**src/sio_pkg.sv**
```systemverilog
// Constants and types for the servo sequence I/O and status block
// ---------------------------------------------------------------
// Overview of operation
// Both travel prohibits are off after reset; a control bit enables each direction.
// A prohibited direction raises a stop request carrying the selected stop method.
// A travel prohibit never touches the fault output.
// Position loop is held while a prohibit stop runs in position mode.
// In torque mode the primary stop method is used; the limit method is ignored.
// Homing: decel switch high selects approach speed 1, falling selects latch operation.
// Each rising edge of a latch input captures the feedback pulse counter into its own register.
// Any detected error drives the fault output OFF.
// Fault output is OFF after power-up until initial processing completes.
// Done 1/2 are ON when the deviation magnitude is below range 1/2.
// Both done outputs are OFF outside position control.
// Speed match is ON when command and motor speed differ by at most the range.
// Speed match is OFF outside speed control.
// Motion detect is ON when motor speed magnitude exceeds the detect speed.
// Motion detect is held ON while no encoder is connected.
// Servo ready is ON only with main power up and no error detected.
// Input functions and output terminals follow map registers, defaulting to the standard map.
// By default done, speed match, motion detect and ready drive no terminal.
// Brake hold timing uses brake delay 1, brake command speed and brake delay 2.
// Inputs are synchronised and debounced; latches capture on the filtered rising edge.
// All status outputs are registered and inactive during reset.
// ---------------------------------------------------------------
package sio_pkg;

  // ---------------------------------------------------------------
  // Register map (byte addresses)
  // ---------------------------------------------------------------
  localparam logic [7:0] ADR_CTRL        = 8'h00;
  localparam logic [7:0] ADR_INPUT_MAP   = 8'h04;
  localparam logic [7:0] ADR_OUTPUT_MAP  = 8'h08;
  localparam logic [7:0] ADR_DONE_RANGE1 = 8'h0C;
  localparam logic [7:0] ADR_DONE_RANGE2 = 8'h10;
  localparam logic [7:0] ADR_MATCH_RANGE = 8'h14;
  localparam logic [7:0] ADR_DETECT_SPD  = 8'h18;
  localparam logic [7:0] ADR_BRAKE_DLY1  = 8'h1C;
  localparam logic [7:0] ADR_BRAKE_SPD   = 8'h20;
  localparam logic [7:0] ADR_BRAKE_DLY2  = 8'h24;
  localparam logic [7:0] ADR_HOME_SPD1   = 8'h28;
  localparam logic [7:0] ADR_STATUS      = 8'h2C;
  localparam logic [7:0] ADR_LATCH1      = 8'h30;
  localparam logic [7:0] ADR_LATCH2      = 8'h34;
  localparam logic [7:0] ADR_LATCH3      = 8'h38;

  // CTRL fields
  localparam int CTRL_FWD_EN   = 0;
  localparam int CTRL_REV_EN   = 1;
  localparam int CTRL_STOP_PRI = 2;  // 2 bits
  localparam int CTRL_STOP_LIM = 4;  // 2 bits
  localparam int CTRL_HOME     = 6;
  localparam logic [31:0] RST_CTRL = 32'h0000_0000;

  // Input map: six 4-bit fields, bit 3 = connected, bits 2:0 = terminal SI0..SI6
  localparam int IMAP_FWD = 0;
  localparam int IMAP_REV = 1;
  localparam int IMAP_DEC = 2;
  localparam int IMAP_LT1 = 3;
  localparam int IMAP_LT2 = 4;
  localparam int IMAP_LT3 = 5;
  localparam logic [31:0] RST_INPUT_MAP = 32'h00ED_CBA9;

  // Output map: one 4-bit function code per terminal SO1..SO3
  localparam logic [3:0] FN_NONE   = 4'h0;
  localparam logic [3:0] FN_DONE1  = 4'h1;
  localparam logic [3:0] FN_DONE2  = 4'h2;
  localparam logic [3:0] FN_MATCH  = 4'h3;
  localparam logic [3:0] FN_MOTION = 4'h4;
  localparam logic [3:0] FN_READY  = 4'h5;
  localparam logic [3:0] FN_BRAKE  = 4'h6;
  localparam logic [31:0] RST_OUTPUT_MAP = 32'h0000_0006;
  localparam logic [31:0] RST_SETTING    = 32'h0000_0000;

  // Control modes reported by the drive core
  localparam logic [1:0] MODE_POSITION = 2'h0;
  localparam logic [1:0] MODE_SPEED    = 2'h1;
  localparam logic [1:0] MODE_TORQUE   = 2'h2;

  // ---------------------------------------------------------------
  // Timing
  // ---------------------------------------------------------------
  localparam int CLK_HZ       = 10_000_000;
  localparam int DEBOUNCE_US  = 10;
  localparam int DEBOUNCE_CYC = (DEBOUNCE_US * (CLK_HZ / 1_000_000) < 1) ? 1 :
                                DEBOUNCE_US * (CLK_HZ / 1_000_000);
  localparam int BRAKE_TICK_MS  = 1;
  localparam int BRAKE_TICK_CYC = BRAKE_TICK_MS * (CLK_HZ / 1000);

  typedef enum logic [1:0] {
    HOME_IDLE = 2'b00, HOME_SEEK = 2'b01, HOME_APPROACH = 2'b11, HOME_LATCH = 2'b10
  } sioHome_t;

  typedef enum logic [1:0] {
    BRK_RELEASED = 2'b00, BRK_DELAY1 = 2'b01, BRK_WAIT2 = 2'b11, BRK_ENGAGED = 2'b10
  } sioBrake_t;

endpackage

```
**src/sio_servo_io.sv**
```systemverilog
// Sequence input conditioning, status outputs and register file of the servo drive
//
// Local design decisions: the Wishbone register port and the address map.
`timescale 1ns/1ns
`default_nettype none
module sio_servo_io #(
  parameter int TICK_CYCLES = sio_pkg::BRAKE_TICK_CYC,
  parameter int DEB_CYCLES  = sio_pkg::DEBOUNCE_CYC
) (
  input  wire logic        clock,
  input  wire logic        resetn,
  // Wishbone classic slave
  input  wire logic        wb_cyc_i,
  input  wire logic        wb_stb_i,
  input  wire logic        wb_we_i,
  input  wire logic [7:0]  wb_adr_i,
  input  wire logic [3:0]  wb_sel_i,
  input  wire logic [31:0] wb_dat_i,
  output logic      [31:0] wb_dat_o,
  output logic             wb_ack_o,
  // Sequence terminals SI0..SI6 and output terminals SO1..SO3
  input  wire logic [6:0]  seqIn,
  output logic      [2:0]  seqOut,
  output logic             faultOut,
  // Drive core status
  input  wire logic [1:0]  controlMode,
  input  wire logic        errorDetected,
  input  wire logic        initDone,
  input  wire logic        mainPowerOn,
  input  wire logic        encoderPresent,
  input  wire logic        servoOn,
  input  wire logic [31:0] deviationCount,
  input  wire logic [31:0] speedCmd,
  input  wire logic [31:0] motorSpeed,
  input  wire logic [31:0] feedbackCount,
  // Drive core commands
  output logic             stopRequest,
  output logic      [1:0]  stopMethod,
  output logic             posLoopHold,
  output logic             homeApproach,
  output logic      [31:0] homeSpeedCmd,
  output logic             homeLatchMode
);

  localparam int DBW = $clog2(DEB_CYCLES + 1);
  localparam int TKW = $clog2(TICK_CYCLES + 1);

  typedef struct packed {
    logic [6:0]            sync1;
    logic [6:0]            sync2;
    logic [6:0][DBW-1:0]   debCnt;
    logic [6:0]            filt;
    logic [31:0]           ctrl;
    logic [31:0]           inMap;
    logic [31:0]           outMap;
    logic [31:0]           range1;
    logic [31:0]           range2;
    logic [31:0]           matchRange;
    logic [31:0]           detectSpd;
    logic [31:0]           brakeDly1;
    logic [31:0]           brakeSpd;
    logic [31:0]           brakeDly2;
    logic [31:0]           homeSpd1;
    logic [2:0][31:0]      latchVal;
    logic [2:0]            latchHit;
    sio_pkg::sioHome_t     home;
    sio_pkg::sioBrake_t    brake;
    logic [TKW-1:0]        tickCnt;
    logic [31:0]           brakeTicks;
    logic                  done1;
    logic                  done2;
    logic                  match;
    logic                  motion;
    logic                  ready;
    logic                  brakeHold;
    logic [2:0]            seqOut;
    logic                  faultOut;
    logic                  stopReq;
    logic [1:0]            stopMethod;
    logic                  posHold;
    logic                  homeApproach;
    logic [31:0]           homeSpeedCmd;
    logic                  homeLatch;
    logic                  ack;
    logic [31:0]           rdata;
  } sioState_t;

  sioState_t q;
  sioState_t d;

  // ---------------------------------------------------------------
  // Helpers
  // ---------------------------------------------------------------
  function automatic logic [31:0] absVal(input logic [31:0] v);
    absVal = v[31] ? 32'(-v) : v;
  endfunction

  function automatic logic [31:0] byteMerge(input logic [31:0] old,
                                            input logic [31:0] wdat,
                                            input logic [3:0]  sel);
    logic [31:0] r;
    r = old;
    for (int i = 0; i < 4; i++) begin
      if (sel[i]) begin
        r[8*i +: 8] = wdat[8*i +: 8];
      end
    end
    byteMerge = r;
  endfunction

  // An unconnected function reads as inactive
  function automatic logic pickIn(input logic [31:0] map, input int fn,
                                  input logic [6:0] pins);
    logic [3:0] f;
    f = map[4*fn +: 4];
    pickIn = (f[3] && f[2:0] != 3'h7) ? pins[f[2:0]] : 1'b0;
  endfunction

  function automatic logic pickOut(input logic [3:0] code, input sioState_t s);
    case (code)
      sio_pkg::FN_DONE1:  pickOut = s.done1;
      sio_pkg::FN_DONE2:  pickOut = s.done2;
      sio_pkg::FN_MATCH:  pickOut = s.match;
      sio_pkg::FN_MOTION: pickOut = s.motion;
      sio_pkg::FN_READY:  pickOut = s.ready;
      sio_pkg::FN_BRAKE:  pickOut = s.brakeHold;
      default:            pickOut = 1'b0;
    endcase
  endfunction

  // ---------------------------------------------------------------
  // Next state
  // ---------------------------------------------------------------
  logic        fwdAllowed;
  logic        revAllowed;
  logic        decelIn;
  logic [2:0]  latchIn;
  logic [2:0]  latchRise;
  logic        fwdBlock;
  logic        revBlock;
  logic        access;
  logic        wr;
  logic [31:0] spdAbs;
  logic        tick;
  logic        slowNow;

  always_comb begin
    d = q;
    // Synchroniser, then a stable-for-N-cycles filter per terminal
    d.sync1 = seqIn;
    d.sync2 = q.sync1;
    for (int i = 0; i < 7; i++) begin
      if (q.sync2[i] == q.filt[i]) begin
        d.debCnt[i] = '0;
      end else if (q.debCnt[i] == DBW'(DEB_CYCLES - 1)) begin
        d.debCnt[i] = '0;
        d.filt[i]   = q.sync2[i];
      end else begin
        d.debCnt[i] = q.debCnt[i] + DBW'(1);
      end
    end

    // Input function routing
    fwdAllowed = pickIn(q.inMap, sio_pkg::IMAP_FWD, q.filt);
    revAllowed = pickIn(q.inMap, sio_pkg::IMAP_REV, q.filt);
    decelIn    = pickIn(q.inMap, sio_pkg::IMAP_DEC, q.filt);
    latchIn[0] = pickIn(q.inMap, sio_pkg::IMAP_LT1, q.filt);
    latchIn[1] = pickIn(q.inMap, sio_pkg::IMAP_LT2, q.filt);
    latchIn[2] = pickIn(q.inMap, sio_pkg::IMAP_LT3, q.filt);
    latchRise  = '0;
    // Edge of the filtered level: new filter value high, old one low
    for (int i = 0; i < 3; i++) begin
      latchRise[i] = pickIn(q.inMap, sio_pkg::IMAP_LT1 + i, d.filt) & ~latchIn[i];
      if (latchRise[i]) begin
        d.latchVal[i] = feedbackCount;
        d.latchHit[i] = 1'b1;
      end
    end

    // Travel prohibit: terminal ON means travel allowed
    fwdBlock = q.ctrl[sio_pkg::CTRL_FWD_EN] & ~fwdAllowed;
    revBlock = q.ctrl[sio_pkg::CTRL_REV_EN] & ~revAllowed;
    d.stopReq = (fwdBlock & ~speedCmd[31] & (speedCmd != 32'h0000_0000)) |
                (revBlock & speedCmd[31]);
    if (controlMode == sio_pkg::MODE_TORQUE) begin
      d.stopMethod = q.ctrl[sio_pkg::CTRL_STOP_PRI +: 2];
    end else begin
      d.stopMethod = q.ctrl[sio_pkg::CTRL_STOP_LIM +: 2];
    end
    d.posHold = d.stopReq & (controlMode == sio_pkg::MODE_POSITION);

    // Fault output depends on init and errors only, never on a prohibit
    d.faultOut = initDone & ~errorDetected;

    // Status functions
    spdAbs  = absVal(motorSpeed);
    d.done1 = (controlMode == sio_pkg::MODE_POSITION) &&
              (absVal(deviationCount) < q.range1);
    d.done2 = (controlMode == sio_pkg::MODE_POSITION) &&
              (absVal(deviationCount) < q.range2);
    d.match = (controlMode == sio_pkg::MODE_SPEED) &&
              (absVal(32'(speedCmd - motorSpeed)) <= q.matchRange);
    d.motion = ~encoderPresent | (spdAbs > q.detectSpd);
    d.ready  = mainPowerOn & ~errorDetected;

    // Homing sequence
    case (q.home)
      sio_pkg::HOME_IDLE: begin
        if (q.ctrl[sio_pkg::CTRL_HOME]) begin
          d.home = sio_pkg::HOME_SEEK;
        end
      end
      sio_pkg::HOME_SEEK: begin
        if (decelIn) begin
          d.home = sio_pkg::HOME_APPROACH;
        end
      end
      sio_pkg::HOME_APPROACH: begin
        if (!decelIn) begin
          d.home = sio_pkg::HOME_LATCH;
        end
      end
      sio_pkg::HOME_LATCH: begin
        d.home = sio_pkg::HOME_LATCH;
      end
      default: begin
        d.home = sio_pkg::HOME_IDLE;
      end
    endcase
    if (!q.ctrl[sio_pkg::CTRL_HOME]) begin
      d.home = sio_pkg::HOME_IDLE;
    end
    d.homeApproach = (d.home == sio_pkg::HOME_APPROACH);
    d.homeSpeedCmd = d.homeApproach ? q.homeSpd1 : 32'h0000_0000;
    d.homeLatch    = (d.home == sio_pkg::HOME_LATCH);

    // Brake timing, counted in ticks
    tick      = (q.tickCnt == TKW'(TICK_CYCLES - 1));
    d.tickCnt = tick ? '0 : q.tickCnt + TKW'(1);
    slowNow   = spdAbs < q.brakeSpd;
    case (q.brake)
      sio_pkg::BRK_RELEASED: begin
        d.brakeTicks = 32'h0000_0000;
        if (!servoOn) begin
          d.brake = slowNow ? sio_pkg::BRK_DELAY1 : sio_pkg::BRK_WAIT2;
          d.tickCnt = '0;
        end
      end
      sio_pkg::BRK_DELAY1: begin
        // Stopped motor: brake output stays released through delay 1, then the brake engages
        if (tick) begin
          d.brakeTicks = q.brakeTicks + 32'h0000_0001;
        end
        if (q.brakeTicks >= q.brakeDly1) begin
          d.brake = sio_pkg::BRK_ENGAGED;
        end
      end
      sio_pkg::BRK_WAIT2: begin
        // Moving motor: brake output drops at once; state goes to engaged at command speed or after delay 2
        if (tick) begin
          d.brakeTicks = q.brakeTicks + 32'h0000_0001;
        end
        if (slowNow || (q.brakeTicks >= q.brakeDly2)) begin
          d.brake = sio_pkg::BRK_ENGAGED;
        end
      end
      sio_pkg::BRK_ENGAGED: begin
        d.brakeTicks = 32'h0000_0000;
        if (servoOn) begin
          d.brake = sio_pkg::BRK_RELEASED;
        end
      end
      default: begin
        d.brake = sio_pkg::BRK_ENGAGED;
      end
    endcase
    if (servoOn && q.brake != sio_pkg::BRK_RELEASED) begin
      d.brake = sio_pkg::BRK_RELEASED;
    end
    d.brakeHold = (d.brake == sio_pkg::BRK_RELEASED) || (d.brake == sio_pkg::BRK_DELAY1);

    // Output terminal routing from the freshly computed functions
    for (int i = 0; i < 3; i++) begin
      d.seqOut[i] = pickOut(q.outMap[4*i +: 4], d);
    end

    // Wishbone: one wait state, ack for exactly one cycle
    access = wb_cyc_i & wb_stb_i & ~q.ack;
    wr     = access & wb_we_i;
    d.ack  = access;
    d.rdata = 32'h0000_0000;
    if (access && !wb_we_i) begin
      case (wb_adr_i)
        sio_pkg::ADR_CTRL:        d.rdata = q.ctrl;
        sio_pkg::ADR_INPUT_MAP:   d.rdata = q.inMap;
        sio_pkg::ADR_OUTPUT_MAP:  d.rdata = q.outMap;
        sio_pkg::ADR_DONE_RANGE1: d.rdata = q.range1;
        sio_pkg::ADR_DONE_RANGE2: d.rdata = q.range2;
        sio_pkg::ADR_MATCH_RANGE: d.rdata = q.matchRange;
        sio_pkg::ADR_DETECT_SPD:  d.rdata = q.detectSpd;
        sio_pkg::ADR_BRAKE_DLY1:  d.rdata = q.brakeDly1;
        sio_pkg::ADR_BRAKE_SPD:   d.rdata = q.brakeSpd;
        sio_pkg::ADR_BRAKE_DLY2:  d.rdata = q.brakeDly2;
        sio_pkg::ADR_HOME_SPD1:   d.rdata = q.homeSpd1;
        sio_pkg::ADR_STATUS: begin
          d.rdata = {7'h00, q.latchHit, q.brake, q.home, q.seqOut, q.faultOut,
                     q.brakeHold, q.ready, q.motion, q.match, q.done2, q.done1,
                     q.stopReq, q.filt};
        end
        sio_pkg::ADR_LATCH1:      d.rdata = q.latchVal[0];
        sio_pkg::ADR_LATCH2:      d.rdata = q.latchVal[1];
        sio_pkg::ADR_LATCH3:      d.rdata = q.latchVal[2];
        default:                  d.rdata = 32'h0000_0000;
      endcase
      // Reading a latch clears its hit flag, unless a new capture lands now
      for (int i = 0; i < 3; i++) begin
        if (wb_adr_i == 8'(sio_pkg::ADR_LATCH1 + 8'(4 * i)) && !latchRise[i]) begin
          d.latchHit[i] = 1'b0;
        end
      end
    end
    if (wr) begin
      case (wb_adr_i)
        sio_pkg::ADR_CTRL:        d.ctrl       = byteMerge(q.ctrl, wb_dat_i, wb_sel_i) &
                                                 32'h0000_007F;
        sio_pkg::ADR_INPUT_MAP:   d.inMap      = byteMerge(q.inMap, wb_dat_i, wb_sel_i) &
                                                 32'h00FF_FFFF;
        sio_pkg::ADR_OUTPUT_MAP:  d.outMap     = byteMerge(q.outMap, wb_dat_i, wb_sel_i) &
                                                 32'h0000_0FFF;
        sio_pkg::ADR_DONE_RANGE1: d.range1     = byteMerge(q.range1, wb_dat_i, wb_sel_i);
        sio_pkg::ADR_DONE_RANGE2: d.range2     = byteMerge(q.range2, wb_dat_i, wb_sel_i);
        sio_pkg::ADR_MATCH_RANGE: d.matchRange = byteMerge(q.matchRange, wb_dat_i, wb_sel_i);
        sio_pkg::ADR_DETECT_SPD:  d.detectSpd  = byteMerge(q.detectSpd, wb_dat_i, wb_sel_i);
        sio_pkg::ADR_BRAKE_DLY1:  d.brakeDly1  = byteMerge(q.brakeDly1, wb_dat_i, wb_sel_i);
        sio_pkg::ADR_BRAKE_SPD:   d.brakeSpd   = byteMerge(q.brakeSpd, wb_dat_i, wb_sel_i);
        sio_pkg::ADR_BRAKE_DLY2:  d.brakeDly2  = byteMerge(q.brakeDly2, wb_dat_i, wb_sel_i);
        sio_pkg::ADR_HOME_SPD1:   d.homeSpd1   = byteMerge(q.homeSpd1, wb_dat_i, wb_sel_i);
        default: begin
        end
      endcase
    end
  end

  // ---------------------------------------------------------------
  // State register
  // ---------------------------------------------------------------
  always_ff @(posedge clock or negedge resetn) begin
    if (!resetn) begin
      q            <= '0;
      q.ctrl       <= sio_pkg::RST_CTRL;
      q.inMap      <= sio_pkg::RST_INPUT_MAP;
      q.outMap     <= sio_pkg::RST_OUTPUT_MAP;
      q.range1     <= sio_pkg::RST_SETTING;
      q.range2     <= sio_pkg::RST_SETTING;
      q.matchRange <= sio_pkg::RST_SETTING;
      q.detectSpd  <= sio_pkg::RST_SETTING;
      q.brakeDly1  <= sio_pkg::RST_SETTING;
      q.brakeSpd   <= sio_pkg::RST_SETTING;
      q.brakeDly2  <= sio_pkg::RST_SETTING;
      q.homeSpd1   <= sio_pkg::RST_SETTING;
      q.home       <= sio_pkg::HOME_IDLE;
      q.brake      <= sio_pkg::BRK_ENGAGED;
    end else begin
      q <= d;
    end
  end

  // ---------------------------------------------------------------
  // Outputs, all taken straight from the state register
  // ---------------------------------------------------------------
  assign wb_dat_o      = q.rdata;
  assign wb_ack_o      = q.ack;
  assign seqOut        = q.seqOut;
  assign faultOut      = q.faultOut;
  assign stopRequest   = q.stopReq;
  assign stopMethod    = q.stopMethod;
  assign posLoopHold   = q.posHold;
  assign homeApproach  = q.homeApproach;
  assign homeSpeedCmd  = q.homeSpeedCmd;
  assign homeLatchMode = q.homeLatch;

endmodule
`default_nettype wire

```
**config.mk**
```make
export PLATFORM = sky130hd
export DESIGN_NAME = sio_servo_io
export DESIGN_NICKNAME = d
export VERILOG_FILES = /design/src/sio_pkg.sv /design/src/sio_servo_io.sv
export SDC_FILE = /design/constraint.sdc
export NUM_CORES = 1
export LEC_CHECK = 0
export BUFFER_PORTS_ARGS = -buffer_cell sky130_fd_sc_hd__buf_2
export CAP_MARGIN = 30
export CORE_ASPECT_RATIO = 0.8
export CORE_MARGIN = 10
export CORE_UTILIZATION = 35
export CTS_CLUSTER_DIAMETER = 30
export DETAILED_ROUTE_END_ITERATION = 10
export REMOVE_ABC_BUFFERS = 1
export SETUP_SLACK_MARGIN = 0.02
export SLEW_MARGIN = 30
export SYNTH_ARGS = -nofsm -noshare
export SYNTH_HDL_FRONTEND = slang
export SYNTH_SLANG_ARGS = --single-unit
```
**constraint.sdc**
```tcl
create_clock -name clock -period 4 [get_ports clock]
set_input_delay 0.4 -clock clock [delete_from_list [all_inputs] [get_ports clock]]
set_output_delay 0.4 -clock clock [all_outputs]
set_load 0.05 [all_outputs]
```
==> reports/metrics.csv <==
metric,value,unit
synth_area_per_cell,10.6,um2
power,18.7,mW
fmax,214,MHz
cpPeakStageDelay,0.52,ns
synthArstFlopShare,100,%
worst_pin_slew,0.923,ns
rows,103,
post-route-period-util,117,%
area_growth,29.6,%
reg2reg_from,q[81],
synthXorXnorAreaFrac,4.78,%
required,4.57,ns
multi_input_area,18800,um2
synth_top_cell_area_share,41.3,%
crit_buf_inv,4,
netlist_instances,3306,
yosys.area_share.adder,9.45,%
grt_pass1_vias,29600,
layout_commonest_cell,dfrtp_1,
worstHoldStart,feedbackCount[4],
status,finished with violations,
p_per_area,409,nW/um2
clock-sinks,599,
via_count,29600,
yosysSeqAreaShare,42.7,%
max-vdd-ir-drop,0.361,mV
setup_ws,-0.665,ns
critPathMaxFanout,3,
design_area,45600,um2
clock_skew,0.0438,ns
hold_class,in -> reg,
firstDrtPassIters,8,
critPathMostFrequentCell,or4_4,
num_io_pins,266,
io_buffers,265,
synth_edf_count,0,
post_synth_num_cell_types,77,
clock_latency,0.72,ns
report.final.hold_viol_count,0,
synth.largest_area_cell,dfrtp_1,
synthMuxAreaShare,13.7,%
cts-buffers-inserted,110,
rsz0062_at_grt,yes,
via_per_inst,5.51,
drtIter0Drc,2836,
ys_ff_latch,599,
die_h,304,um
grt-ovfl-total,0,
end_kind,flip-flop,
slew_viol_final,0,
die_w,374,um
cts_tree,yes,
hpwl,96700,um
synth-main-ff-cell,dfrtp_1,
grt_antenna_before_repair,9,
grt_pass1_wl,187000,um
clk_pin_slew,0.05,ns
start_util,35.4,%
drive_above_1_share,35.1,%
seq_area,15000,um2
startpoint_type,input port,
violations,setup timing,
nNetsFinal,4419,
crit_type,in -> reg,
slew_headroom,38.4,%
die-area,114000,um2
crit_family,simple AND/OR/NAND/NOR gates,
wirelength,127000,um
power_leakage,21.6,nW
n_fill_cell,9263,
synth_compound_area_share,12.9,%
detail_route.wl_per_cell,23.6,um
synthSimpleGateAreaFrac,10.8,%
layout_common_cells,"581 x dfrtp_1, 402 x buf_4, 398 x mux2_2, 274 x inv_1, 261 x buf_2",
ys_warn_count,0,
critPathLaunch,deviationCount[9],
worstPathArrival,5.23,ns
setup_viol,6,
path_cells,"buf_6, or4_4, or4_4, or2_1, or2_1, or3_4, or4_4, buf_6, inv_4, nand2_4, o31ai_4, xnor2_2, ha_1, nand4_1, nor2_1, nand3_2, o211ai_1, a21oi_2, buf_4, nor3b_4, a311oi_2, a211oi_2",
postRouteAntennaNets,0,
drc,0,
grt_max_degree,96,
hold_slack,0.0494,ns
clockBufferDepth,3,
cts-htree-levels,3,
final_util,45.9,%
period_minus_slack,4.66,ns
core,99200,um2
grt_use_total,21.5,%
cpMaxStageDelayCell,or4_4,
syn_area,35200,um2
gp_congestion,0.936,
synthTopCellsByArea,"dfrtp_1 41%, mux2_2 13%, ha_1 9.4%",
synth_top_family_by_area,multiplexers,
drv_cap,0,
cts-root-buf,clkbuf_16,
post_dp_cell_area,40500,um2
[cell type report]
cell class | count | area share, %
Multi-Input combinational cell | 2240 | 41.3
Sequential cell | 599 | 32.9
Timing Repair Buffer | 731 | 11.3
Clock buffer | 142 | 6.65
Tap cell | 1312 | 3.60
Inverter | 281 | 2.33
Clock inverter | 64 | 1.84
Antenna cell | 7 | 0.0384
[registers in the layout, summed over array words and instances, names as in the netlist, 2 cells and up]
name / flops
stopMethod: 2
d: 7
homeSpeedCmd: 32
seqOut: 3
q: 517
wb_dat_o: 32
[kinds of logic after synthesis]
logic type	count (synthesis)
xor gates and xnor gates	192
and+or+nand+nor	734
buffers and inverters	467
AOI/OAI and AO/OA	627
DFF	599
muxes	422
adders and majority gates	265
[report_power, final]
group          internal [mW]  switching, mW
logic                   1.27           1.44
clock network           6.21           3.51
registers               6.14         0.0759
total                   13.6           5.02
[Yosys cell counts, types with 8 or more instances]
library cell    n
and4_1         18
o211ai_1       19
o41ai_1         9
and3_1         60
dfrtp_1       581
and2_1         34
a222oi_1       38
a22oi_1        75
nor4_1         26
or4_1           8
nand2_1       166
dfstp_2        18
buf_1          11
or2_2           8
nor4b_1         9
inv_1         280
nand4_1        65
o31ai_1        26
or3_1          14
buf_4          69
a31oi_1        45
a21oi_1        90
xor2_1         50
nor2b_1        22
nand2b_1       23
o21a_1         11
a22o_1         33
xnor2_1       142
ha_1          264
a221oi_1       46
clkbuf_1      106
o21ai_0        80
nor2_1        162
mux2_2        398
a211oi_1       19
nor3_1         29
nand3_1        66
mux2i_1        17
a21o_1         78
[repair_timing]
action / in CTS / in global routing
gates resized for setup: 86 / 45
buffers inserted: 13 / 7
hold buffers: 43 / 0
hold endpoints to repair: 170 / 0
gates cloned: 1 / 0
pin swaps: 37 / 46
endpoints found under the setup margin: 8 / 9
[through the flow]
| step | instances | setup TNS [ns] | setup WS (ns) |
|---|---|---|---|
| 3_3_place_gp | 5103 | -10.37 | -1.46 |
| 5_1_grt | 5371 | -3.28 | -0.797 |
| 4_1_cts | 5364 | -1.85 | -0.572 |
| 3_5_place_dp | 5103 | -11.02 | -1.60 |
| 2_1_floorplan | 3120 | -3.89 | -1.04 |
| 6_report | 5376 | -2.26 | -0.665 |
[path summary, 6_finish.rpt]
kind	endpoint	slack [ns]	cells after the start
setup reg to reg	seqOut[1]	0.61	14
setup / recovery	seqOut[0]	-0.66	22
max in group asynchronous	q[526]	2.68	3
hold / removal	q[170]	0.05	2
min in group asynchronous	homeApproach	0.32	2
hold reg to reg	q[644]	0.35	0
[per-layer routing]
metal / vias to the layer above / GRT usage (%) / wire length, um
met5: - / 0 / 7
li1: 13400 / - / -
met2: 1233 / 33.3 / 56000
met3: 216 / 6.30 / 11500
met4: 2 / 5.56 / 3350
met1: 14800 / 29.3 / 55900
[worst register-to-register path, stage by stage, from the launching register on]
cell,delay (ns)
dfrtp_1,0.40
inv_1,0.12
ha_1,0.30
nand2b_1,0.14
a21o_1,0.17
a21o_1,0.17
a211o_1,0.31
a211oi_1,0.27
buf_4,0.20
o211ai_1,0.26
nor2_1,0.17
a2111o_1,0.16
buf_12,0.13
a31oi_1,0.13
a2111oi_4,0.35
Note: power is estimated with default switching activity, not from simulation.
